`src/logic/rss_pkg.sv`:
```
package rss_pkg;
   // ==========================================
   // Register map (byte addresses)
   localparam logic [7:0] ADDR_MODE    = 8'h00;
   localparam logic [7:0] ADDR_GAIN    = 8'h04;
   localparam logic [7:0] ADDR_FILT    = 8'h08;
   localparam logic [7:0] ADDR_DEV     = 8'h0C;
   localparam logic [7:0] ADDR_LEVEL   = 8'h10;
   localparam logic [7:0] ADDR_ROUTE   = 8'h14;
   localparam logic [7:0] ADDR_STRENGTH = 8'h18;
   localparam logic [7:0] ADDR_STATUS  = 8'h1C;
   localparam logic [7:0] ADDR_CLEAR   = 8'h20;
   localparam logic [7:0] ADDR_ENABLE  = 8'h24;
   // ==========================================
   // Fields
   localparam int MODE_W     = 3;
   localparam int GAIN_W     = 2;
   localparam int DEV_W      = 8;
   localparam int STR_W      = 8;
   localparam int SAMP_W     = 8;
   localparam int WIN_N      = 16;
   localparam int SUM_W      = 12;
   localparam int POLY_BIT   = 0;
   localparam int CUT_LSB    = 1;
   localparam int CUT_W      = 4;
   localparam int CEN_LSB    = 5;
   localparam int CEN_W      = 3;
   localparam int PASS_LSB   = 8;
   localparam int PASS_W     = 4;
   localparam int FSK_BIT    = 12;
   localparam int FILT_W     = 13;
   localparam int ALARM_BIT  = 0;
   // ==========================================
   // Reset values and codes
   localparam logic [MODE_W-1:0] MODE_RX     = 3'h3;
   localparam logic [MODE_W-1:0] MODE_RST    = 3'h0;
   localparam logic [GAIN_W-1:0] GAIN_RST    = 2'h0;
   localparam logic [DEV_W-1:0]  DEV_RST     = 8'h03;
   localparam logic [STR_W-1:0]  LEVEL_RST   = 8'hFF;
   localparam logic [FILT_W-1:0] FILT_RST    = 13'h0000;
   localparam logic [31:0]       BUS_ZERO    = 32'h0000_0000;
   // Sample rate: 16 per period of F = Fxtal/(32*(1+dev))
   // so one sample per 2*(1+dev) reference ticks
   localparam int TICK_MUL   = 2;
   localparam int CNT_W      = 10;
endpackage

```
`src/logic/rss_sample_timer.sv`:
```
`timescale 1ns/100ps
`default_nettype none
module rss_sample_timer
   import rss_pkg::*;
(
   input  wire logic               clk,
   input  wire logic               rst_n,
   input  wire logic               run,
   input  wire logic [DEV_W-1:0]   devSetting,
   output logic                    sampleTick
);
   logic [CNT_W-1:0] count_r;
   logic [CNT_W-1:0] limit;

   // 16 samples per deviation / second-IF period
   assign limit = CNT_W'((32'(devSetting) + 32'd1) * TICK_MUL - 1);

   always_ff @(posedge clk) begin
      if (!rst_n || !run || count_r >= limit) begin
         count_r <= '0;
      end else begin
         count_r <= count_r + 1'b1;
      end
   end

   always_ff @(posedge clk) begin
      if (!rst_n) begin
         sampleTick <= 1'b0;
      end else begin
         sampleTick <= run && (count_r >= limit);
      end
   end
endmodule
`default_nettype wire

```
`src/logic/rss_top.sv`:
```
// How it works
// - Receive operation runs only while the mode field holds 011.
// - IF gain code 0..3 gives 0, -4.5, -9, -13.5 dB; reset is 0 dB.
// - One step of the strength value is 0.5 dB.
// - In OOK the I/Q magnitude is sampled 16 times per second-IF period.
// - In FSK the I/Q magnitude is sampled 16 times per deviation period.
// - The strength is the mean of the latest sixteen samples.
// - The readable strength refreshes once per new sample.
// - The alarm flag sets when strength exceeds the alarm level while receive is on (mode 011).
// - The alarm flag stays set until software writes one to clear it.
// - Two route bits steer the alarm to interrupt pin a or pin b.
// - One bit picks low-pass or polyphase channel filtering.
// - Resynchroniser feeds the host in continuous mode, FIFO otherwise.
`timescale 1ns/100ps
`default_nettype none
module rss_top
   import rss_pkg::*;
(
   input  wire logic                 clk,
   input  wire logic                 rst_n,
   // APB slave
   input  wire logic                 psel,
   input  wire logic                 penable,
   input  wire logic                 pwrite,
   input  wire logic [7:0]           paddr,
   input  wire logic [31:0]          pwdata,
   output logic [31:0]               prdata,
   output logic                      pready,
   output logic                      pslverr,
   // Baseband magnitude sample, 0.5 dB per step
   input  wire logic [SAMP_W-1:0]    iqMagnitude,
   // Demodulated data and resynchroniser controls
   input  wire logic                 demodBit,
   input  wire logic                 bitClkEn,
   input  wire logic                 continuousMode,
   // Analogue controls
   output logic                      rxActive,
   output logic [GAIN_W-1:0]         ifGainSetting,
   output logic                      polyphaseEnable,
   output logic [CUT_W-1:0]          channelCutoffSetting,
   output logic [CEN_W-1:0]          polyphaseCenterSetting,
   output logic [PASS_W-1:0]         passiveFilterBw,
   // Resynchronised data
   output logic                      syncClk,
   output logic                      syncData,
   output logic                      fifoBit,
   output logic                      fifoBitValid,
   // Interrupt pins
   output logic                      irqPinA,
   output logic                      irqPinB,
   output logic                      irqLine
);
   // ==========================================
   // Registers
   logic [MODE_W-1:0] mode_r;
   logic [GAIN_W-1:0] gain_r;
   logic [FILT_W-1:0] filt_r;
   logic [DEV_W-1:0]  dev_r;
   logic [STR_W-1:0]  level_r;
   logic [1:0]        route_r;
   logic              alarm_r;
   logic              alarmEn_r;
   logic              rxOn;
   logic              sampleTick;
   logic [STR_W-1:0]  mean;
   logic              meanValid;
   logic [STR_W-1:0]  strength_r;
   logic              wrAcc;
   logic              rdAcc;
   logic              known;
   logic              alarmSet;

   assign rxOn  = (mode_r == MODE_RX);
   assign wrAcc = psel && penable && pwrite && pready;
   assign rdAcc = psel && !penable && !pwrite;
   assign known = (paddr <= ADDR_ENABLE) && (paddr[1:0] == 2'b00);

   // ==========================================
   // APB: one wait state, answer in second access cycle
   always_ff @(posedge clk) begin
      if (!rst_n) begin
         pready <= 1'b0;
      end else begin
         pready <= psel && penable && !pready;
      end
   end

   always_ff @(posedge clk) begin
      if (!rst_n) begin
         pslverr <= 1'b0;
      end else begin
         pslverr <= psel && penable && !pready && !known;
      end
   end

   always_ff @(posedge clk) begin
      if (!rst_n) begin
         mode_r  <= MODE_RST;
         gain_r  <= GAIN_RST;
         filt_r  <= FILT_RST;
         dev_r   <= DEV_RST;
         level_r <= LEVEL_RST;
         route_r <= 2'b00;
         alarmEn_r <= 1'b0;
      end else if (wrAcc) begin
         case (paddr)
            ADDR_MODE:   mode_r  <= pwdata[MODE_W-1:0];
            ADDR_GAIN:   gain_r  <= pwdata[GAIN_W-1:0];
            ADDR_FILT:   filt_r  <= pwdata[FILT_W-1:0];
            ADDR_DEV:    dev_r   <= pwdata[DEV_W-1:0];
            ADDR_LEVEL:  level_r <= pwdata[STR_W-1:0];
            ADDR_ROUTE:  route_r <= pwdata[1:0];
            ADDR_ENABLE: alarmEn_r <= pwdata[ALARM_BIT];
            default: ;
         endcase
      end
   end

   always_ff @(posedge clk) begin
      if (!rst_n) begin
         prdata <= BUS_ZERO;
      end else if (rdAcc) begin
         case (paddr)
            ADDR_MODE:     prdata <= 32'(mode_r);
            ADDR_GAIN:     prdata <= 32'(gain_r);
            ADDR_FILT:     prdata <= 32'(filt_r);
            ADDR_DEV:      prdata <= 32'(dev_r);
            ADDR_LEVEL:    prdata <= 32'(level_r);
            ADDR_ROUTE:    prdata <= 32'(route_r);
            ADDR_STRENGTH: prdata <= 32'(strength_r);
            ADDR_STATUS:   prdata <= 32'(alarm_r);
            ADDR_ENABLE:   prdata <= 32'(alarmEn_r);
            default:       prdata <= BUS_ZERO;
         endcase
      end
   end

   // ==========================================
   // Strength estimator
   // Same divider serves OOK (dev = IF2) and FSK (dev = Fdev)
   rss_sample_timer u_timer (
      .clk        (clk),
      .rst_n      (rst_n),
      .run        (rxOn),
      .devSetting (dev_r),
      .sampleTick (sampleTick)
   );

   rss_window_avg u_avg (
      .clk       (clk),
      .rst_n     (rst_n),
      .sampleEn  (sampleTick),
      .sampleIn  (iqMagnitude),
      .meanOut   (mean),
      .meanValid (meanValid)
   );

   always_ff @(posedge clk) begin
      if (!rst_n) begin
         strength_r <= '0;
      end else if (meanValid) begin
         strength_r <= mean;
      end
   end

   // ==========================================
   // Alarm flag: set beats a simultaneous clear
   assign alarmSet = rxOn && (strength_r > level_r);

   always_ff @(posedge clk) begin
      if (!rst_n) begin
         alarm_r <= 1'b0;
      end else if (alarmSet) begin
         alarm_r <= 1'b1;
      end else if (wrAcc && paddr == ADDR_CLEAR && pwdata[ALARM_BIT]) begin
         alarm_r <= 1'b0;
      end
   end

   always_ff @(posedge clk) begin
      if (!rst_n) begin
         irqPinA <= 1'b0;
         irqPinB <= 1'b0;
         irqLine <= 1'b0;
      end else begin
         irqPinA <= alarm_r && route_r[0];
         irqPinB <= alarm_r && route_r[1];
         irqLine <= alarm_r && alarmEn_r;
      end
   end

   // ==========================================
   // Analogue control outputs
   always_ff @(posedge clk) begin
      if (!rst_n) begin
         rxActive               <= 1'b0;
         ifGainSetting          <= GAIN_RST;
         polyphaseEnable        <= 1'b0;
         channelCutoffSetting   <= '0;
         polyphaseCenterSetting <= '0;
         passiveFilterBw        <= '0;
      end else begin
         rxActive               <= rxOn;
         ifGainSetting          <= gain_r;
         polyphaseEnable        <= filt_r[POLY_BIT];
         channelCutoffSetting   <= filt_r[CUT_LSB +: CUT_W];
         polyphaseCenterSetting <= filt_r[CEN_LSB +: CEN_W];
         passiveFilterBw        <= filt_r[PASS_LSB +: PASS_W];
      end
   end

   // ==========================================
   // Bit resynchroniser: data captured on recovered bit strobe
   always_ff @(posedge clk) begin
      if (!rst_n) begin
         syncClk      <= 1'b0;
         syncData     <= 1'b0;
         fifoBit      <= 1'b0;
         fifoBitValid <= 1'b0;
      end else begin
         syncClk      <= rxOn && continuousMode && bitClkEn;
         fifoBitValid <= rxOn && !continuousMode && bitClkEn;
         if (rxOn && bitClkEn) begin
            syncData <= demodBit;
            fifoBit  <= demodBit;
         end
      end
   end
endmodule
`default_nettype wire

```
`src/logic/rss_window_avg.sv`:
```
`timescale 1ns/100ps
`default_nettype none
module rss_window_avg
   import rss_pkg::*;
(
   input  wire logic              clk,
   input  wire logic              rst_n,
   input  wire logic              sampleEn,
   input  wire logic [SAMP_W-1:0] sampleIn,
   output logic [STR_W-1:0]       meanOut,
   output logic                   meanValid
);
   logic [SAMP_W-1:0] hist_r [WIN_N];
   logic [3:0]        idx_r;
   logic [SUM_W-1:0]  sum_r;
   logic [SUM_W-1:0]  sumNxt;

   // Running sum: add newest, drop the one it overwrites
   assign sumNxt = sum_r + SUM_W'(sampleIn) - SUM_W'(hist_r[idx_r]);

   always_ff @(posedge clk) begin
      if (!rst_n) begin
         for (int i = 0; i < WIN_N; i++) begin
            hist_r[i] <= '0;
         end
         idx_r <= '0;
         sum_r <= '0;
      end else if (sampleEn) begin
         hist_r[idx_r] <= sampleIn;
         idx_r         <= idx_r + 1'b1;
         sum_r         <= sumNxt;
      end
   end

   always_ff @(posedge clk) begin
      if (!rst_n) begin
         meanOut   <= '0;
         meanValid <= 1'b0;
      end else begin
         meanValid <= sampleEn;
         if (sampleEn) begin
            meanOut <= sumNxt[SUM_W-1:4];
         end
      end
   end
endmodule
`default_nettype wire
```
`config.mk`:
```
export PLATFORM = sky130hd
export DESIGN_NAME = rss_top
export DESIGN_NICKNAME = d
export VERILOG_FILES = /design/src/logic/rss_pkg.sv /design/src/logic/rss_sample_timer.sv /design/src/logic/rss_top.sv /design/src/logic/rss_window_avg.sv
export SDC_FILE = /design/constraint.sdc
export NUM_CORES = 1
export LEC_CHECK = 0
export ABC_AREA = 1
export BUFFER_PORTS_ARGS = -buffer_cell sky130_fd_sc_hd__buf_2
export CORE_UTILIZATION = 60
export DETAILED_ROUTE_END_ITERATION = 10
export GPL_TIMING_DRIVEN = 0
export PLACE_DENSITY = 0.81
export SYNTH_ARGS = -nofsm -noshare
export SYNTH_HDL_FRONTEND = slang
export SYNTH_SLANG_ARGS = --single-unit
```
`constraint.sdc`:
```
create_clock -name clk -period 3.5 [get_ports clk]
set_clock_uncertainty 0.05 [all_clocks]
set_input_delay 0.175 -clock clk [delete_from_list [all_inputs] [get_ports clk]]
set_output_delay 0.175 -clock clk [all_outputs]
set_load 0.02 [all_outputs]
```
==> insert_results.sql <==
INSERT INTO impl_metrics (metric_group, metric, value, unit) VALUES
('floorplan', 'coreArea', '19000', 'sq um'),
('drt', 'length_of_the_first_detailed_routing_pass_in_iterations', '6', ''),
('floorplan', 'floorplan.die.height', '142', 'microns'),
('worst_setup_path', 'critical_path_arrival', '3.81', 'ns'),
('clock_network', 'path_clk_slew', '0.06', 'ns'),
('clock_network', 'clk_path_buf_depth', '3', ''),
('drt', 'vias', '9957', ''),
('logic_synthesis', 'synth-xor-area-share', '1.64', '%'),
('finish', 'final_nets', '1564', ''),
('grt', 'grtUsageTotal', '29.6', '%'),
('grt', 'largest_net_degree_at_the_start_of_global_routing', '15', ''),
('logic_synthesis', 'synth_compound_area_share', '12.5', '%'),
('floorplan', 'dieArea', '20200', 'sq um'),
('finish', 'post_route_cells_drive_above_1_share', '13.9', '%'),
('logic_synthesis', 'synth_adder_area_share', '5.08', '%'),
('power_and_ir_drop', 'part_of_the_power_in_the_clock_network', '43.1', '%'),
('placement', 'port_buffers', '73', ''),
('timing', 'worst_slew_margin_rel', '43.5', '%'),
('grt', 'number_of_antenna_violations_at_the_first_check_in_global_routing', '0', ''),
('timing', 'setup_viol_count_final', '0', ''),
('logic_synthesis', 'synth_cell_types', '46', ''),
('logic_synthesis', 'post_synth_inst_count', '1316', ''),
('logic_synthesis', 'synth_enable_flop_cells', '128', ''),
('power_and_ir_drop', 'internal_power', '0.00474', 'W'),
('floorplan', 'ios', '112', ''),
('grt', 'grt.overflow.total', '0', ''),
('run', 'maxCapViolations', '0', ''),
('power_and_ir_drop', 'power.ir.vdd_worst', '0.405', 'mV'),
('status', 'status', 'finished clean', ''),
('logic_synthesis', 'synth-simple-area-share', '17.2', '%'),
('clock_network', 'cts_made_buffers', '25', ''),
('power_and_ir_drop', 'seq_power_share', '50.1', '%'),
('power_and_ir_drop', 'switching_share', '23.0', '%'),
('finish', 'finish.utilization', '73.1', '%'),
('logic_synthesis', 'syn_area_per_cell', '8.95', 'sq um'),
('floorplan', 'floorplan.die.width', '142', 'microns'),
('logic_synthesis', 'netlist.top_cell.by_area', 'sky130_fd_sc_hd__edfxtp_1', ''),
('drt', 'routed_len_inst', '17.7', 'microns'),
('timing', 'hold_violations', '0', ''),
('logic_synthesis', 'ys.warnings.count', '0', ''),
('timing', 'drv_slew', '0', ''),
('clock_network', 'clk_latency', '0.54', 'ns'),
('finish', 'area_delta_synth_final', '17.6', '%'),
('timing', 'timing.hold.ws', '0.0141', 'ns'),
('logic_synthesis', 'yosys_register_bits', '242', ''),
('min_path', 'hold_class', 'primary input to flip-flop', ''),
('worst_setup_path', 'criticalPathCategory', 'flip-flop to flip-flop', ''),
('logic_synthesis', 'synthArstFlopShare', '0', '%'),
('power_and_ir_drop', 'p_leak', '6.03', 'nW'),
('timing', 'tightestPinTransition', '0.848', 'ns'),
('drt', 'drt_via_density', '5.71', ''),
('clock_network', 'tritoncts', 'done', ''),
('logic_synthesis', 'netlist.area_leader.share', '32.6', '%'),
('logic_synthesis', 'synth_ff_type', 'sky130_fd_sc_hd__edfxtp_1', ''),
('grt', 'number_of_global_route_vias_before_repair', '9312', ''),
('timing', 'layout_min_cycle_time', '3.43', 'ns'),
('finish', 'layout_commonest_cell', 'sky130_fd_sc_hd__nor2_1', ''),
('clock_network', 'clock_tree.htree_level_count', '1', ''),
('floorplan', 'number_of_placement_rows', '50', ''),
('drt', 'postRouteWirelength', '30800', 'microns'),
('worst_setup_path', 'crit_path_max_fanout', '7', ''),
('clock_network', 'sink_count_of_the_clock_tree', '242', ''),
('logic_synthesis', 'fraction_of_synthesized_area_in_multiplexers', '2.72', '%'),
('logic_synthesis', 'ys_seq_area_share', '52.0', '%'),
('timing', 'min_period_over_period', '98.1', '%'),
('grt', 'grt_pass1_wl', '46300', 'microns'),
('placement', 'place_congestion', '1.07', ''),
('placement', 'place_hpwl', '20900', 'microns'),
('finish', 'insertedDiodeCount', '0', ''),
('drt', 'postRouteAntennaNets', '0', ''),
('worst_setup_path', 'critical_path_required', '3.88', 'ns');
-- registers in the layout, summed over array words and instances, names as in the netlist, 2 cells and up, named ones only --
| name | count |
|---|---|
| polyphaseCenterSetting | 3 |
| dev_r | 8 |
| channelCutoffSetting | 4 |
| route_r | 2 |
| prdata | 13 |
| gain_r | 2 |
| mode_r | 3 |
| ifGainSetting | 2 |
| u_avg.meanOut | 8 |
| filt_r | 13 |
| u_timer.count_r | 10 |
| strength_r | 8 |
| passiveFilterBw | 4 |
| level_r | 8 |
| u_avg.sum_r | 4 |
| u_avg.idx_r | 4 |
| u_avg.hist_r | 128 |
-- worst max-delay path, cell delays in order, from the launching register on --
cell	delay, ns
sky130_fd_sc_hd__dfxtp_1	0.33
sky130_fd_sc_hd__buf_6	0.14
sky130_fd_sc_hd__buf_12	0.15
sky130_fd_sc_hd__buf_16	0.16
sky130_fd_sc_hd__mux2i_1	0.28
sky130_fd_sc_hd__o211ai_1	0.14
sky130_fd_sc_hd__o211ai_1	0.14
sky130_fd_sc_hd__nand2_1	0.15
sky130_fd_sc_hd__fa_1	0.51
sky130_fd_sc_hd__inv_1	0.05
sky130_fd_sc_hd__ha_1	0.36
sky130_fd_sc_hd__a21oi_2	0.17
sky130_fd_sc_hd__inv_1	0.07
sky130_fd_sc_hd__nor2_1	0.12
sky130_fd_sc_hd__nand2_1	0.12
sky130_fd_sc_hd__nand2_1	0.10
sky130_fd_sc_hd__nand2_1	0.05
sky130_fd_sc_hd__nand2_1	0.05
sky130_fd_sc_hd__nand3_1	0.06
sky130_fd_sc_hd__nand2_1	0.08
sky130_fd_sc_hd__inv_1	0.03
-- per-stage QoR --
stage               cell area [sq um]  setup slack, ns  power, W  std cells
finish                          13900           0.0657   0.00615       1744
global route                    13900           -0.106   0.00630       1744
CTS                             13700           0.0122   0.00612       1739
detailed placement              12500           -0.180   0.00350       1667
global placement                12500           -0.126   0.00349       1667
floorplan                       11800            0.595   0.00338       1334
-- cell families (layout without fill, tap and decap cells) --
| kind of cell | count (synthesis) | after routing |
|---|---|---|
| and+or+nand+nor | 464 | 464 |
| AOI/OAI and AO/OA | 269 | 269 |
| buffers and inverters | 246 | 396 |
| DFF | 242 | 242 |
| adders and majority gates | 43 | 43 |
| muxes | 32 | 32 |
| xor gates and xnor gates | 19 | 19 |
| other | 1 | 19 |
-- Yosys cell counts (7+ instances only) --
library cell,number
sky130_fd_sc_hd__mux2i_1,32
sky130_fd_sc_hd__a21oi_1,103
sky130_fd_sc_hd__nand3_1,57
sky130_fd_sc_hd__ha_1,35
sky130_fd_sc_hd__o21ai_0,109
sky130_fd_sc_hd__inv_1,163
sky130_fd_sc_hd__buf_2,7
sky130_fd_sc_hd__fa_1,8
sky130_fd_sc_hd__edfxtp_1,128
sky130_fd_sc_hd__o211ai_1,40
sky130_fd_sc_hd__dfxtp_1,114
sky130_fd_sc_hd__buf_4,23
sky130_fd_sc_hd__nor2_1,203
sky130_fd_sc_hd__clkbuf_1,23
sky130_fd_sc_hd__nand2_1,164
sky130_fd_sc_hd__nor3_1,8
sky130_fd_sc_hd__clkinv_1,8
sky130_fd_sc_hd__xor2_1,12
sky130_fd_sc_hd__buf_1,12
-- per-layer routing --
metal  up-vias  global-route usage, %  part of all wire, %
met3       100                   5.82                   10
met2       556                   50.0                   48
met5         -                      0                    0
li1       4637                      -                    -
met4         0                   9.39                  2.8
met1      4664                   38.4                   39
-- power groups by stage --
stage	combinational, W	clock [W]	sequential [W]
2_1_floorplan	0.000245	0	0.00313
3_3_place_gp	0.000353	0	0.00313
3_5_place_dp	0.000361	0	0.00314
4_1_cts	0.000390	0.00265	0.00308
5_1_grt	0.000454	0.00276	0.00309
6_report	0.000419	0.00265	0.00308
-- what timing repair did --
action | 4_1_cts | 5_1_grt
endpoints found under the setup margin | 6 | 9
setup buffers | 0 | 4
cloned | 0 | 2
hold buffers | 26 | 0
pin swaps | 0 | 8
gates resized for setup | 16 | 37
endpoints found under the hold margin | 40 | 0
-- worst paths after layout --
kind                            slack (ns)                                   end  cells past startpoint              startpoint
worst max-delay path                  0.07         u_avg.meanOut[7]$_SDFFE_PN0P_                     20               flip-flop
worst min-delay path                  0.01                  alarm_r$_SDFFE_PN0P_                      5                paddr[4]
worst max register to register        0.07         u_avg.meanOut[7]$_SDFFE_PN0P_                     20               flip-flop
worst min register to register        0.40  polyphaseCenterSetting[1]$_SDFF_PN0_                      2  filt_r[6]$_SDFFE_PN0P_
-- cell type report --
cell class | count | area (sq um)
Sequential cell | 242 | 6130
Buffer | 68 | 443
Tap cell | 260 | 325
Clock buffer | 32 | 683
Timing Repair Buffer | 105 | 706
Clock inverter | 14 | 136
Inverter | 177 | 667
Multi-Input combinational cell | 846 | 4770
Fill cell | 1328 | 5100
No activity file was read; power rests on OpenSTA's default activity.
